**config.mk**
```make
export PLATFORM = sky130hd
export DESIGN_NAME = dac_load_host_flat
export DESIGN_NICKNAME = d
export VERILOG_FILES = /design/src/inc/dac_link_pkg.sv /design/src/inc/dac_link_if.sv /design/src/core/dac_load_host.sv /design/src/flat_wrapper.sv
export SDC_FILE = /design/constraint.sdc
export NUM_CORES = 1
export LEC_CHECK = 0
export ABC_AREA = 1
export CAP_MARGIN = 10
export CORE_ASPECT_RATIO = 0.8
export CORE_UTILIZATION = 35
export CTS_CLUSTER_DIAMETER = 40
export DETAILED_ROUTE_END_ITERATION = 10
export DONT_BUFFER_PORTS = 1
export SLEW_MARGIN = 30
export SYNTH_ARGS = -nofsm -noshare
export SYNTH_HDL_FRONTEND = slang
export SYNTH_SLANG_ARGS = --single-unit
```
**constraint.sdc**
```tcl
create_clock -name core_clk -period 2.5 [get_ports core_clk]
set_clock_uncertainty 0.2 [all_clocks]
set_input_delay 0.125 -clock core_clk [delete_from_list [all_inputs] [get_ports core_clk]]
set_output_delay 0.125 -clock core_clk [all_outputs]
set_load 0.02 [all_outputs]
```
**src/inc/dac_link_pkg.sv**
```systemverilog
package dac_link_pkg;
  localparam int WORD_BITS = 16;
  localparam logic [15:0] MIDCODE = 16'h0000;
  localparam logic [15:0] CODE_POS_FULL = 16'h7fff;
  localparam logic [15:0] CODE_NEG_FULL = 16'h8000;
  localparam int CLK_PERIOD_NS = 20;
  localparam int SCK_PERIOD_MIN_NS = 20;
  localparam int SCK_HALF_MIN_NS = 10;
  localparam int LEAD_MIN_NS = 20;
  localparam int DESELECT_GAP_MIN_NS = 20;
  localparam int WAIT_MIN_NS = 100;
  localparam int POWER_UP_MIN_US = 100;
  localparam int HALF_CYCLES = (SCK_HALF_MIN_NS + CLK_PERIOD_NS - 1) / CLK_PERIOD_NS;
  localparam int LEAD_CYCLES = (LEAD_MIN_NS + CLK_PERIOD_NS - 1) / CLK_PERIOD_NS;
  localparam int GAP_CYCLES = (DESELECT_GAP_MIN_NS + CLK_PERIOD_NS - 1) / CLK_PERIOD_NS;
  localparam int WAIT_CYCLES = (WAIT_MIN_NS + CLK_PERIOD_NS - 1) / CLK_PERIOD_NS;
  localparam int POWER_UP_CYCLES = (POWER_UP_MIN_US * 1000 + CLK_PERIOD_NS - 1) / CLK_PERIOD_NS;
endpackage

```
**src/inc/dac_link_if.sv**
```systemverilog
`timescale 1ns/1ps
interface dac_link_if;
  logic select_n;
  logic bit_clk;
  logic serial_data_input;
  logic force_midscale_n;
  modport host (output select_n, output bit_clk, output serial_data_input,
                output force_midscale_n);
  modport device (input select_n, input bit_clk, input serial_data_input,
                  input force_midscale_n);
endinterface

```
**src/core/dac_load_host.sv**
```systemverilog
`timescale 1ns/1ps
module dac_load_host #(
  parameter int POWER_UP_CYCLES = dac_link_pkg::POWER_UP_CYCLES
) (
  // Clock and reset
  input  wire logic        core_clk,
  input  wire logic        reset_n,
  // Word request
  input  wire logic [15:0] word_data,
  input  wire logic        word_valid,
  output logic             word_ready,
  input  wire logic        clear_req_n,
  // Link
  dac_link_if.host         link,
  output logic             busy
);
  typedef enum logic [2:0] {
    ST_POWER = 3'b000, ST_IDLE = 3'b001, ST_LEAD = 3'b010,
    ST_LOW = 3'b011, ST_HIGH = 3'b100, ST_WAIT = 3'b101
  } st_t;
  typedef struct packed {
    st_t         st;
    logic [22:0] timer;
    logic [15:0] shift;
    logic [4:0]  bits;
    logic        sel_n;
    logic        sck;
    logic        sdo;
    logic        clr_n;
  } state_t;
  state_t s_reg, s_next;

  assign word_ready = (s_reg.st == ST_IDLE);
  assign busy = !word_ready;
  assign link.select_n = s_reg.sel_n;
  assign link.bit_clk = s_reg.sck;
  assign link.serial_data_input = s_reg.sdo;
  assign link.force_midscale_n = s_reg.clr_n;

  always_comb begin
    s_next = s_reg;
    if (s_reg.timer != 23'd0) s_next.timer = s_reg.timer - 23'd1;
    case (s_reg.st)
      ST_POWER: if (s_reg.timer == 23'd0) s_next.st = ST_IDLE; // see RULE11
      ST_IDLE: if (word_valid) begin
        s_next.shift = word_data;
        s_next.clr_n = clear_req_n;
        s_next.sel_n = 1'b0; // see RULE3
        s_next.sdo = word_data[15];
        s_next.bits = 5'd0;
        s_next.timer = 23'(dac_link_pkg::LEAD_CYCLES);
        s_next.st = ST_LEAD;
      end
      ST_LEAD: if (s_reg.timer == 23'd0) begin // see RULE8
        s_next.sck = 1'b1;
        s_next.bits = s_reg.bits + 5'd1;
        s_next.timer = 23'(dac_link_pkg::HALF_CYCLES);
        s_next.st = ST_HIGH;
      end
      ST_HIGH: if (s_reg.timer == 23'd0) begin // see RULE7
        s_next.sck = 1'b0;
        s_next.shift = {s_reg.shift[14:0], 1'b0};
        s_next.sdo = s_reg.shift[14];
        s_next.timer = 23'(dac_link_pkg::HALF_CYCLES);
        if (s_reg.bits == 5'd16) begin // see RULE16
          s_next.timer = 23'(dac_link_pkg::WAIT_CYCLES);
          s_next.st = ST_WAIT;
        end else s_next.st = ST_LOW;
      end
      ST_LOW: if (s_reg.timer == 23'd0) begin
        s_next.sck = 1'b1;
        s_next.bits = s_reg.bits + 5'd1;
        s_next.timer = 23'(dac_link_pkg::HALF_CYCLES);
        s_next.st = ST_HIGH;
      end
      ST_WAIT: begin
        s_next.sel_n = 1'b1;
        if (s_reg.timer == 23'd0) s_next.st = ST_IDLE; // see RULE9, see RULE10
      end
      default: s_next.st = ST_IDLE;
    endcase
  end

  always_ff @(posedge core_clk) begin
    if (!reset_n) begin
      s_reg <= '0;
      s_reg.st <= ST_POWER;
      s_reg.sel_n <= 1'b1;
      s_reg.clr_n <= 1'b1;
      s_reg.timer <= 23'(POWER_UP_CYCLES);
    end else begin
      s_reg <= s_next;
    end
  end
endmodule

```
**src/flat_wrapper.sv**
```systemverilog
// flat-port wrapper written by rule: the top's interface ports become plain ports
module dac_load_host_flat 
#(
  parameter int POWER_UP_CYCLES = dac_link_pkg::POWER_UP_CYCLES
)
  (core_clk, reset_n, word_data, word_valid, word_ready, clear_req_n, busy, link_select_n, link_bit_clk, link_serial_data_input, link_force_midscale_n);
  dac_link_if link_i ();
  input  wire logic core_clk;
  input  wire logic reset_n;
  input  wire logic [15:0] word_data;
  input  wire logic word_valid;
  output logic word_ready;
  input  wire logic clear_req_n;
  output logic busy;
  output wire logic [$bits(link_i.select_n)-1:0] link_select_n;
  output wire logic [$bits(link_i.bit_clk)-1:0] link_bit_clk;
  output wire logic [$bits(link_i.serial_data_input)-1:0] link_serial_data_input;
  output wire logic [$bits(link_i.force_midscale_n)-1:0] link_force_midscale_n;
  assign link_select_n = link_i.select_n;
  assign link_bit_clk = link_i.bit_clk;
  assign link_serial_data_input = link_i.serial_data_input;
  assign link_force_midscale_n = link_i.force_midscale_n;
  dac_load_host #(.POWER_UP_CYCLES(POWER_UP_CYCLES)) u_core (.core_clk(core_clk), .reset_n(reset_n), .word_data(word_data), .word_valid(word_valid), .word_ready(word_ready), .clear_req_n(clear_req_n), .link(link_i), .busy(busy));
endmodule
```
==> results of run 1 <==
[per-stage QoR]
stage	setup slack (ps)	total power, mW
floorplan	298	1.84
global placement	310	2.00
detailed placement	218	2.01
CTS	211	2.61
global route	23.9	2.82
finish	245	2.59
[path summary, 6_finish.rpt]
path,endpoint,depth (start not counted),slack (ps)
min reg2reg,u_core.s_reg[9],2,310
min,u_core.s_reg[33],2,60
max,u_core.s_reg[31],9,240
max reg2reg,u_core.s_reg[31],9,240
[layer usage]
layer | part of all wire (%) | up-vias | track usage, %
met5 | 0 | - | 0
met4 | 0.90 | 0 | 4.71
met3 | 4.9 | 6 | 3.92
met2 | 44 | 50 | 28.8
met1 | 50 | 1180 | 22.5
li1 | - | 1331 | -
[what timing repair did]
action / in CTS / in global routing
buffers inserted: 0 / 0
hold endpoints to repair: 48 / 0
hold buffers: 19 / 0
[power groups by stage]
stage                     combinational [mW]  sequential [mW]  clock [mW]
final                                  0.933             1.10       0.562
after global routing                    1.08             1.12       0.618
after CTS                              0.938             1.10       0.577
after detailed placement               0.899             1.11           0
after global placement                 0.888             1.11           0
after floorplan                        0.760             1.08           0
[cells by family after synthesis]
family / synth area share (%)
buffers and inverters: 6.98
adders and majority gates: 1.87
and+or+nand+nor: 42.0
xor gates and xnor gates: 3.28
DFF: 37.5
AOI/OAI and AO/OA: 8.38
[cells in the final DEF, fill, tap and decap left out, types with 3 or more instances in the layout]
master         count
nor2_1            92
nand2_1           89
dfxtp_1           50
nand3_1           39
inv_1             20
dlygate4sd3_1     18
a21oi_1           16
inv_2             10
o21ai_1           10
o21ai_0            9
xor2_1             9
nand4_1            8
nor3_1             6
nor2_2             5
clkbuf_8           5
nand3b_1           4
ha_1               4
or2_2              3
[final cells by class]
class,instances,share of cell area (%)
well taps,105,4.33
multi-input cells,309,48.9
clock buffers,7,2.51
inverters,30,3.71
repair buffers,21,6.60
flip-flops and latches,50,33.0
clock inverters,1,0.989
==> impl_metrics.tcl, run 1 <==
set metrics [dict create \
    finalNonFillerCells 523 \
    die_h_um 80.1 \
    power.density_nw_per_um2 854 \
    dp.cells 496 \
    io_pins 26 \
    final-hold-violation-count 0 \
    num_rows 28 \
    drc 0 \
    hp-class "in -> reg" \
    post-route-util_pct 41.1 \
    avgViaCountPerCell 4.91 \
    ctsLongestPathBuffers 2 \
    cp.buffers_inverters 1 \
    grt_pass1_vias 2424 \
    r2r-start "u_core.s_reg[25]" \
    synth_async_sr_flop_share_pct 0 \
    start_kind "flip-flop" \
    cts_sinks 50 \
    area_growth_pct 13.6 \
    power_frac_seq_pct 42.3 \
    finalSetupTns_ps 0 \
    hp-start "reset_n" \
    postCtsResizedCells 0 \
    seq_area_frac_synth_pct 37.5 \
    whs_ps 59.2 \
    cpMostUsedCell "nand2_1" \
    yosys-top-cells-area "dfxtp_1 (37%), nor2_1 (13%), nand2_1 (13%)" \
    rsz0062_at_grt "no" \
    min_period_ps 2260 \
    netlist.area_leader.share_pct 37.5 \
    critPathLaunch "u_core.s_reg[25]" \
    placed_area_sq_um 2740 \
    power.switching_mw 1.01 \
    grt_pass1_wl_mm 11.1 \
    comb_power_share_pct 36.0 \
    worst_pin_slew_ps 620 \
    hpwl_mm 4.50 \
    antenna_found_initial 0 \
    ys.flop_type "dfxtp_1" \
    seq_area_sq_um 1000 \
    crit_path_end_kind "flip-flop" \
    synthCells 401 \
    drv_cap 0 \
    track_usage_pct 17.3 \
    wirelength_mm 6.46 \
    final_layout_size_suffix_gt1_share_pct 8.85 \
    numCtsBuffers 5 \
    crit_chain "inv_1, ha_1, nand2_1, nor2_4, nand3_1, nand2_1, nand3_2, nand2_2, nor2_1" \
    final_area_sq_um 3040 \
    cts_tree "yes" \
    leakagePower_nw 1.29 \
    path_clk_slew_ps 90 \
    nNetsFinal 441 \
    grt_overflow_total 0 \
    slowest_delay_ps 340 \
    timing.fmax_mhz 443 \
    ys_types 34 \
    first_pass_iters 4 \
    largest_reg_flops 46 \
    swShare_pct 39.0 \
    drtIter0Drc 132 \
    place_congestion 0.856 \
    dieArea_sq_um 7990 \
    fin_crit_sh_pct 90.2 \
    synth_seq_cells 50 \
    start_util_pct 36.1 \
    netlist_area_sq_um 2670 \
    multi_input_area_sq_um 1480 \
    place.port_buffers 0 \
    required_ps 2480 \
    clkPwrFrac_pct 21.7 \
    coreArea_sq_um 7390 \
    maxSlewViolCount 0 \
    avgRoutedWirePerCell_um 12.3 \
    clk_latency_ps 300 \
    yosysMostFrequentCell "nor2_1" \
    vias 2567 \
    ant_nets 0 \
    final-setup-viol-count 0 \
    avgSynthCellArea_sq_um 6.66 \
    worstPathMaxFanout 15 \
    slowest_stage "dfxtp_1" \
    critPathTopFamily "simple AND/OR/NAND/NOR gates" \
    critical_path_arrival_ps 2240 \
    worst-setup-path-type "reg -> reg" \
    ir_drop_mv 0.431 \
    syn-num-nets 425 \
    intPower_mw 1.58 \
    synth_common_cells "nor2_1 (92), nand2_1 (89), dfxtp_1 (50)" \
    maxSlewHeadroom_pct 58.5 \
    die_x_um 99.7 \
    num-fill-cells 792 \
    synth_edf_count 0 \
    yosys.area.top_type "dfxtp_1" \
    ys_warn_count 0 \
    status "complete, no violations" \
    cts_root_buffer "clkbuf_8" \
    grt_max_degree 31 \
    n_antenna_cell 0 \
    h-tree-depth 2 \
]
(Power assumes the default switching activity.)
==> inputs of run 2 (changes only) <==
==> constraint.sdc (replaced) <==
create_clock -name core_clk -period 1.93 [get_ports core_clk]
set_clock_uncertainty 0.2 [all_clocks]
set_input_delay 0.0965 -clock core_clk [delete_from_list [all_inputs] [get_ports core_clk]]
set_output_delay 0.0965 -clock core_clk [all_outputs]
set_load 0.02 [all_outputs]
==> run 2 against run 1 <==
  * Sequential share of layout area shrank 3.3 points
  * Critical path depth is the same
  * Fmax grew 25%
  * Register-to-register slack lost 120 ps
  * Final area grew 12%
  * Routed wire length grew 4.7%
  * Highest routed layer unchanged
==> impl_metrics.tcl, run 2 (synthesis results as in run 1) <==
set metrics [dict create \
    status "complete, no violations" \
    vias 2650 \
    final-hold-violation-count 0 \
    worstHoldEndpoint "u_core.link.force_midscale_n" \
    ant_nets 0 \
    worstPathMaxFanout 16 \
    io_pins 26 \
    min_path_cells 3 \
    grt_pass1_vias 2448 \
    cts_root_buffer "clkbuf_8" \
    post-route-util_pct 45.8 \
    place_congestion 0.858 \
    clk_latency_ps 310 \
    fin_crit_sh_pct 93.6 \
    final_layout_size_suffix_gt1_share_pct 16.9 \
    maxSlewViolCount 0 \
    rr_endpoint "u_core.s_reg[36]" \
    hp-start "clear_req_n" \
    maxSlewHeadroom_pct 56.9 \
    min_period_ps 1810 \
    ctsLongestPathBuffers 2 \
    area_growth_pct 26.7 \
    leakagePower_nw 1.45 \
    r2r-start "u_core.s_reg[25]" \
    dieArea_sq_um 7990 \
    coreArea_sq_um 7390 \
    dp.cells 514 \
    grt_max_degree 31 \
    track_usage_pct 17.6 \
    drc 0 \
    die_x_um 99.7 \
    path_clk_slew_ps 90 \
    grt_overflow_total 0 \
    timing.fmax_mhz 553 \
    whs_ps 251 \
    final_cell_mix "nor2_1 (88), nand2_1 (86), dfxtp_1 (48)" \
    rr_worst_depth 9 \
    cts_tree "yes" \
    num_rows 28 \
    avgViaCountPerCell 4.84 \
    mostFrequentLayoutCell "nor2_1" \
    p_total_mw 3.78 \
    first_pass_iters 4 \
    drtIter0Drc 157 \
    drv_cap 0 \
    start_kind "flip-flop" \
    place.port_buffers 0 \
    numCtsBuffers 5 \
    worst_pin_slew_ps 647 \
    power.density_nw_per_um2 1120 \
    critical_path_arrival_ps 1810 \
    final-setup-viol-count 0 \
    h-tree-depth 2 \
    avgRoutedWirePerCell_um 12.3 \
    largest_reg_flops 46 \
    hpwl_mm 4.61 \
    r2r_slack_ps 120 \
    n_antenna_cell 0 \
    antenna_found_initial 0 \
    worst-setup-path-type "reg -> reg" \
    grt_pass1_wl_mm 11.2 \
    hp-class "in -> reg" \
    cts_sinks 50 \
    crit_path_end_kind "flip-flop" \
    start_util_pct 36.1 \
    die_h_um 80.1 \
    finalNonFillerCells 548 \
    required_ps 1930 \
    wirelength_mm 6.76 \
    ir_drop_mv 0.627 \
    nNetsFinal 466 \
]
## run 2: metrics by stage
| step | setup TNS, ps | setup slack [ps] | cell area (sq um) |
|---|---|---|---|
| floorplan | -7.02 | -7.02 | 2710 |
| global placement | 0 | 10.5 | 2920 |
| detailed placement | -43.6 | -18.9 | 2920 |
| CTS | 0 | 25.5 | 3090 |
| global route | -27.6 | -16.0 | 3390 |
| finish | 0 | 123 | 3390 |
## run 2: layout make-up
type	instances	area, sq um
Multi-Input combinational cell	309	1560
Fill cell	768	4010
Sequential cell	50	1000
Clock inverter	2	60.1
Inverter	30	120
Timing Repair Buffer	46	427
Clock buffer	6	82.6
Tap cell	105	131
## run 2: what timing repair did
item                                   4_1_cts  5_1_grt
endpoints found under the hold margin       50       43
buffers inserted                             0        5
pin swaps                                    0        6
setup endpoints to repair                   14       45
gates resized for setup                      2       19
hold buffers                                 2       19
## run 2: where the power goes
part,total (mW),switching (mW),leakage [nW],internal [mW]
Clock,0.915,0.362,0.0714,0.553
Sequential,1.41,0.178,0.407,1.24
Combinational,1.45,0.869,0.970,0.584
Total,3.78,1.41,1.45,2.37
## run 2: layer usage
metal	track usage [%]	routed length (um)	up-vias
met5	0	0	-
met4	6.18	88	0
met3	4.70	351	10
met2	28.6	2850	55
met1	22.6	3470	1199
li1	-	-	1386
## run 2: worst max-delay path, cell delays in order (launching register included)
cell     delay [ps]
dfxtp_1         340
inv_2           100
ha_4            140
nand2_2          70
nor2_4          190
nand3_4         130
buf_4           220
nand3_1         120
xor2_1          150
nor2_1           50
## run 2: worst max-delay path by stage
stage | startpoint | endpoint | slack, ps | cells after the start
floorplan | u_core.s_reg[25] | u_core.s_reg[25] | -7 | 10
global placement | u_core.s_reg[41] | u_core.s_reg[23] | 10 | 10
detailed placement | u_core.s_reg[41] | u_core.s_reg[22] | -20 | 10
CTS | word_valid | u_core.s_reg[20] | 30 | 8
global route | u_core.s_reg[25] | u_core.s_reg[27] | -20 | 10
finish | u_core.s_reg[25] | u_core.s_reg[36] | 120 | 9
==> inputs of run 3 (changes only) <==
--- a/config.mk
+++ b/config.mk
@@ -12,6 +12,7 @@
 export CTS_CLUSTER_DIAMETER = 40
 export DETAILED_ROUTE_END_ITERATION = 10
 export DONT_BUFFER_PORTS = 1
+export PLACE_DENSITY = 0.51
 export SLEW_MARGIN = 30
 export SYNTH_ARGS = -nofsm -noshare
 export SYNTH_HDL_FRONTEND = slang
==> run 3 against run 2 <==
  * Final area is 3.3% lower
  * Die area is the same
  * Sequential share of layout area increased by 1.0 points
  * Critical path type unchanged
  * Critical endpoint is now u_core.s_reg[25]
==> impl_metrics.tcl, run 3 (synthesis results as in run 1) <==
set metrics [dict create \
    finalSetupTns_ps 0 \
    grt_overflow_total 0 \
    power.density_nw_per_um2 1070 \
    grt_pass1_wl_mm 11.3 \
    rr_worst_depth 8 \
    numCtsBuffers 5 \
    start_kind "flip-flop" \
    drc 0 \
    leakagePower_nw 1.40 \
    ir_drop_mv 0.450 \
    ant_nets 0 \
    timing.fmax_mhz 555 \
    maxSlewViolCount 0 \
    avgRoutedWirePerCell_um 12.5 \
    drtIter0Drc 105 \
    critPathTopFamily "simple AND/OR/NAND/NOR gates" \
    maxSlewHeadroom_pct 57.2 \
    cts_root_buffer "clkbuf_8" \
    worstPathMaxFanout 6 \
    h-tree-depth 2 \
    die_h_um 80.1 \
    min_period_ps 1800 \
    largest_reg_flops 46 \
    slowest_delay_ps 330 \
    min_path_cells 2 \
    cp.buffers_inverters 1 \
    coreArea_sq_um 7390 \
    io_pins 26 \
    die_x_um 99.7 \
    num_rows 28 \
    avgViaCountPerCell 4.74 \
    num-fill-cells 770 \
    dieArea_sq_um 7990 \
    start_util_pct 36.1 \
    ctsLongestPathBuffers 2 \
    clk_latency_ps 310 \
    critical_path_arrival_ps 1800 \
    slowest_stage "dfxtp_1" \
    wirelength_mm 6.83 \
    first_pass_iters 4 \
    placed_area_sq_um 2930 \
    final-setup-viol-count 0 \
    area_growth_pct 22.5 \
    antenna_found_initial 0 \
    crit_cells 8 \
    final-hold-violation-count 0 \
    status "complete, no violations" \
    vias 2581 \
    worst_pin_slew_ps 641 \
    place.port_buffers 0 \
    track_usage_pct 18.0 \
    crit_path_end_kind "flip-flop" \
    nNetsFinal 462 \
    worst-setup-path-type "reg -> reg" \
    grt_pass1_vias 2310 \
    place_congestion 0.835 \
    n_antenna_cell 0 \
    required_ps 1920 \
    cts_sinks 50 \
    cts_tree "yes" \
    final_area_sq_um 3270 \
    hp-class "in -> reg" \
    path_clk_slew_ps 100 \
    crit_chain "inv_1, ha_4, nand2_2, nor2_4, nand3_4, ha_1, nor3_1, a211oi_1" \
    grt_max_degree 30 \
    mostFrequentLayoutCell "nor2_1" \
    final_layout_size_suffix_gt1_share_pct 15.7 \
    hpwl_mm 4.83 \
    fin_crit_sh_pct 93.4 \
    final_cell_mix "nor2_1 (89), nand2_1 (87), dfxtp_1 (48)" \
    drv_cap 0 \
    cts_setup_buffers 0 \
    whs_ps 52.1 \
]
## run 3: cell types whose count changed in the layout (fill, tap and decap cells not counted), sizes merged
cell,delta
buf,-3
bufinv,-2
clkinv,+1
clkinvlp,+1
dlygate4sd3,-1
## run 3: cell type report
| class | count | area, sq um | share of cell area (%) |
|---|---|---|---|
| clock inverter | 2 | 12.5 | 0.382 |
| inverter | 30 | 118 | 3.59 |
| tap | 105 | 131 | 4.01 |
| timing repair buffer | 42 | 379 | 11.6 |
| sequential | 50 | 1000 | 30.7 |
| clock buffer | 6 | 82.6 | 2.52 |
| multi-input combinational | 309 | 1550 | 47.2 |
## run 3: path summary, 6_finish.rpt
check | end | startpoint | slack [ps]
min | u_core.s_reg[28] | reset_n | 50
min reg2reg | u_core.s_reg[8] | u_core.s_reg[8] | 320
max | u_core.s_reg[25] | u_core.s_reg[26] | 130
max reg2reg | u_core.s_reg[25] | u_core.s_reg[26] | 130
## run 3: routing by layer
metal  global-route usage (%)  up-vias  part of all wire [%]
met4                     5.29        0                   1.2
met1                     26.0     1166                    53
met5                        0        -                     0
met2                     27.2       41                    42
li1                         -     1367                     -
met3                     3.05        7                   3.2
## run 3: metrics by stage
stage                     setup WS (ps)  cells  total power, mW  util, %
after floorplan                   -7.02    401             2.42        -
after global placement             75.6    516             2.80     39.7
after detailed placement           96.2    516             2.81     39.7
after CTS                          56.3    544             3.52     43.7
after global routing              -2.37    544             3.80     44.3
final                               127    544             3.51     44.3
## run 3: what timing repair did
item                                   in CTS  in global routing
setup endpoints to repair                   0                 45
hold buffers                               20                  0
gates resized for setup                     0                 15
endpoints found under the hold margin      50                  0
## run 3: where the power goes
group	leakage, nW	internal, mW	total [mW]	switching [mW]
clock	0.0472	0.289	0.656	0.367
sequential	0.406	1.24	1.43	0.191
combinational	0.951	0.577	1.42	0.847
total	1.40	2.10	3.51	1.40
## run 3: worst reg2reg max path, delay by kind of cell, from the launching register on
family / cells / cell delay, ps
buf+inv: 1 / 90
simple gates: 4 / 540
fa+ha+maj: 2 / 460
flops: 1 / 330
compound gates: 1 / 60
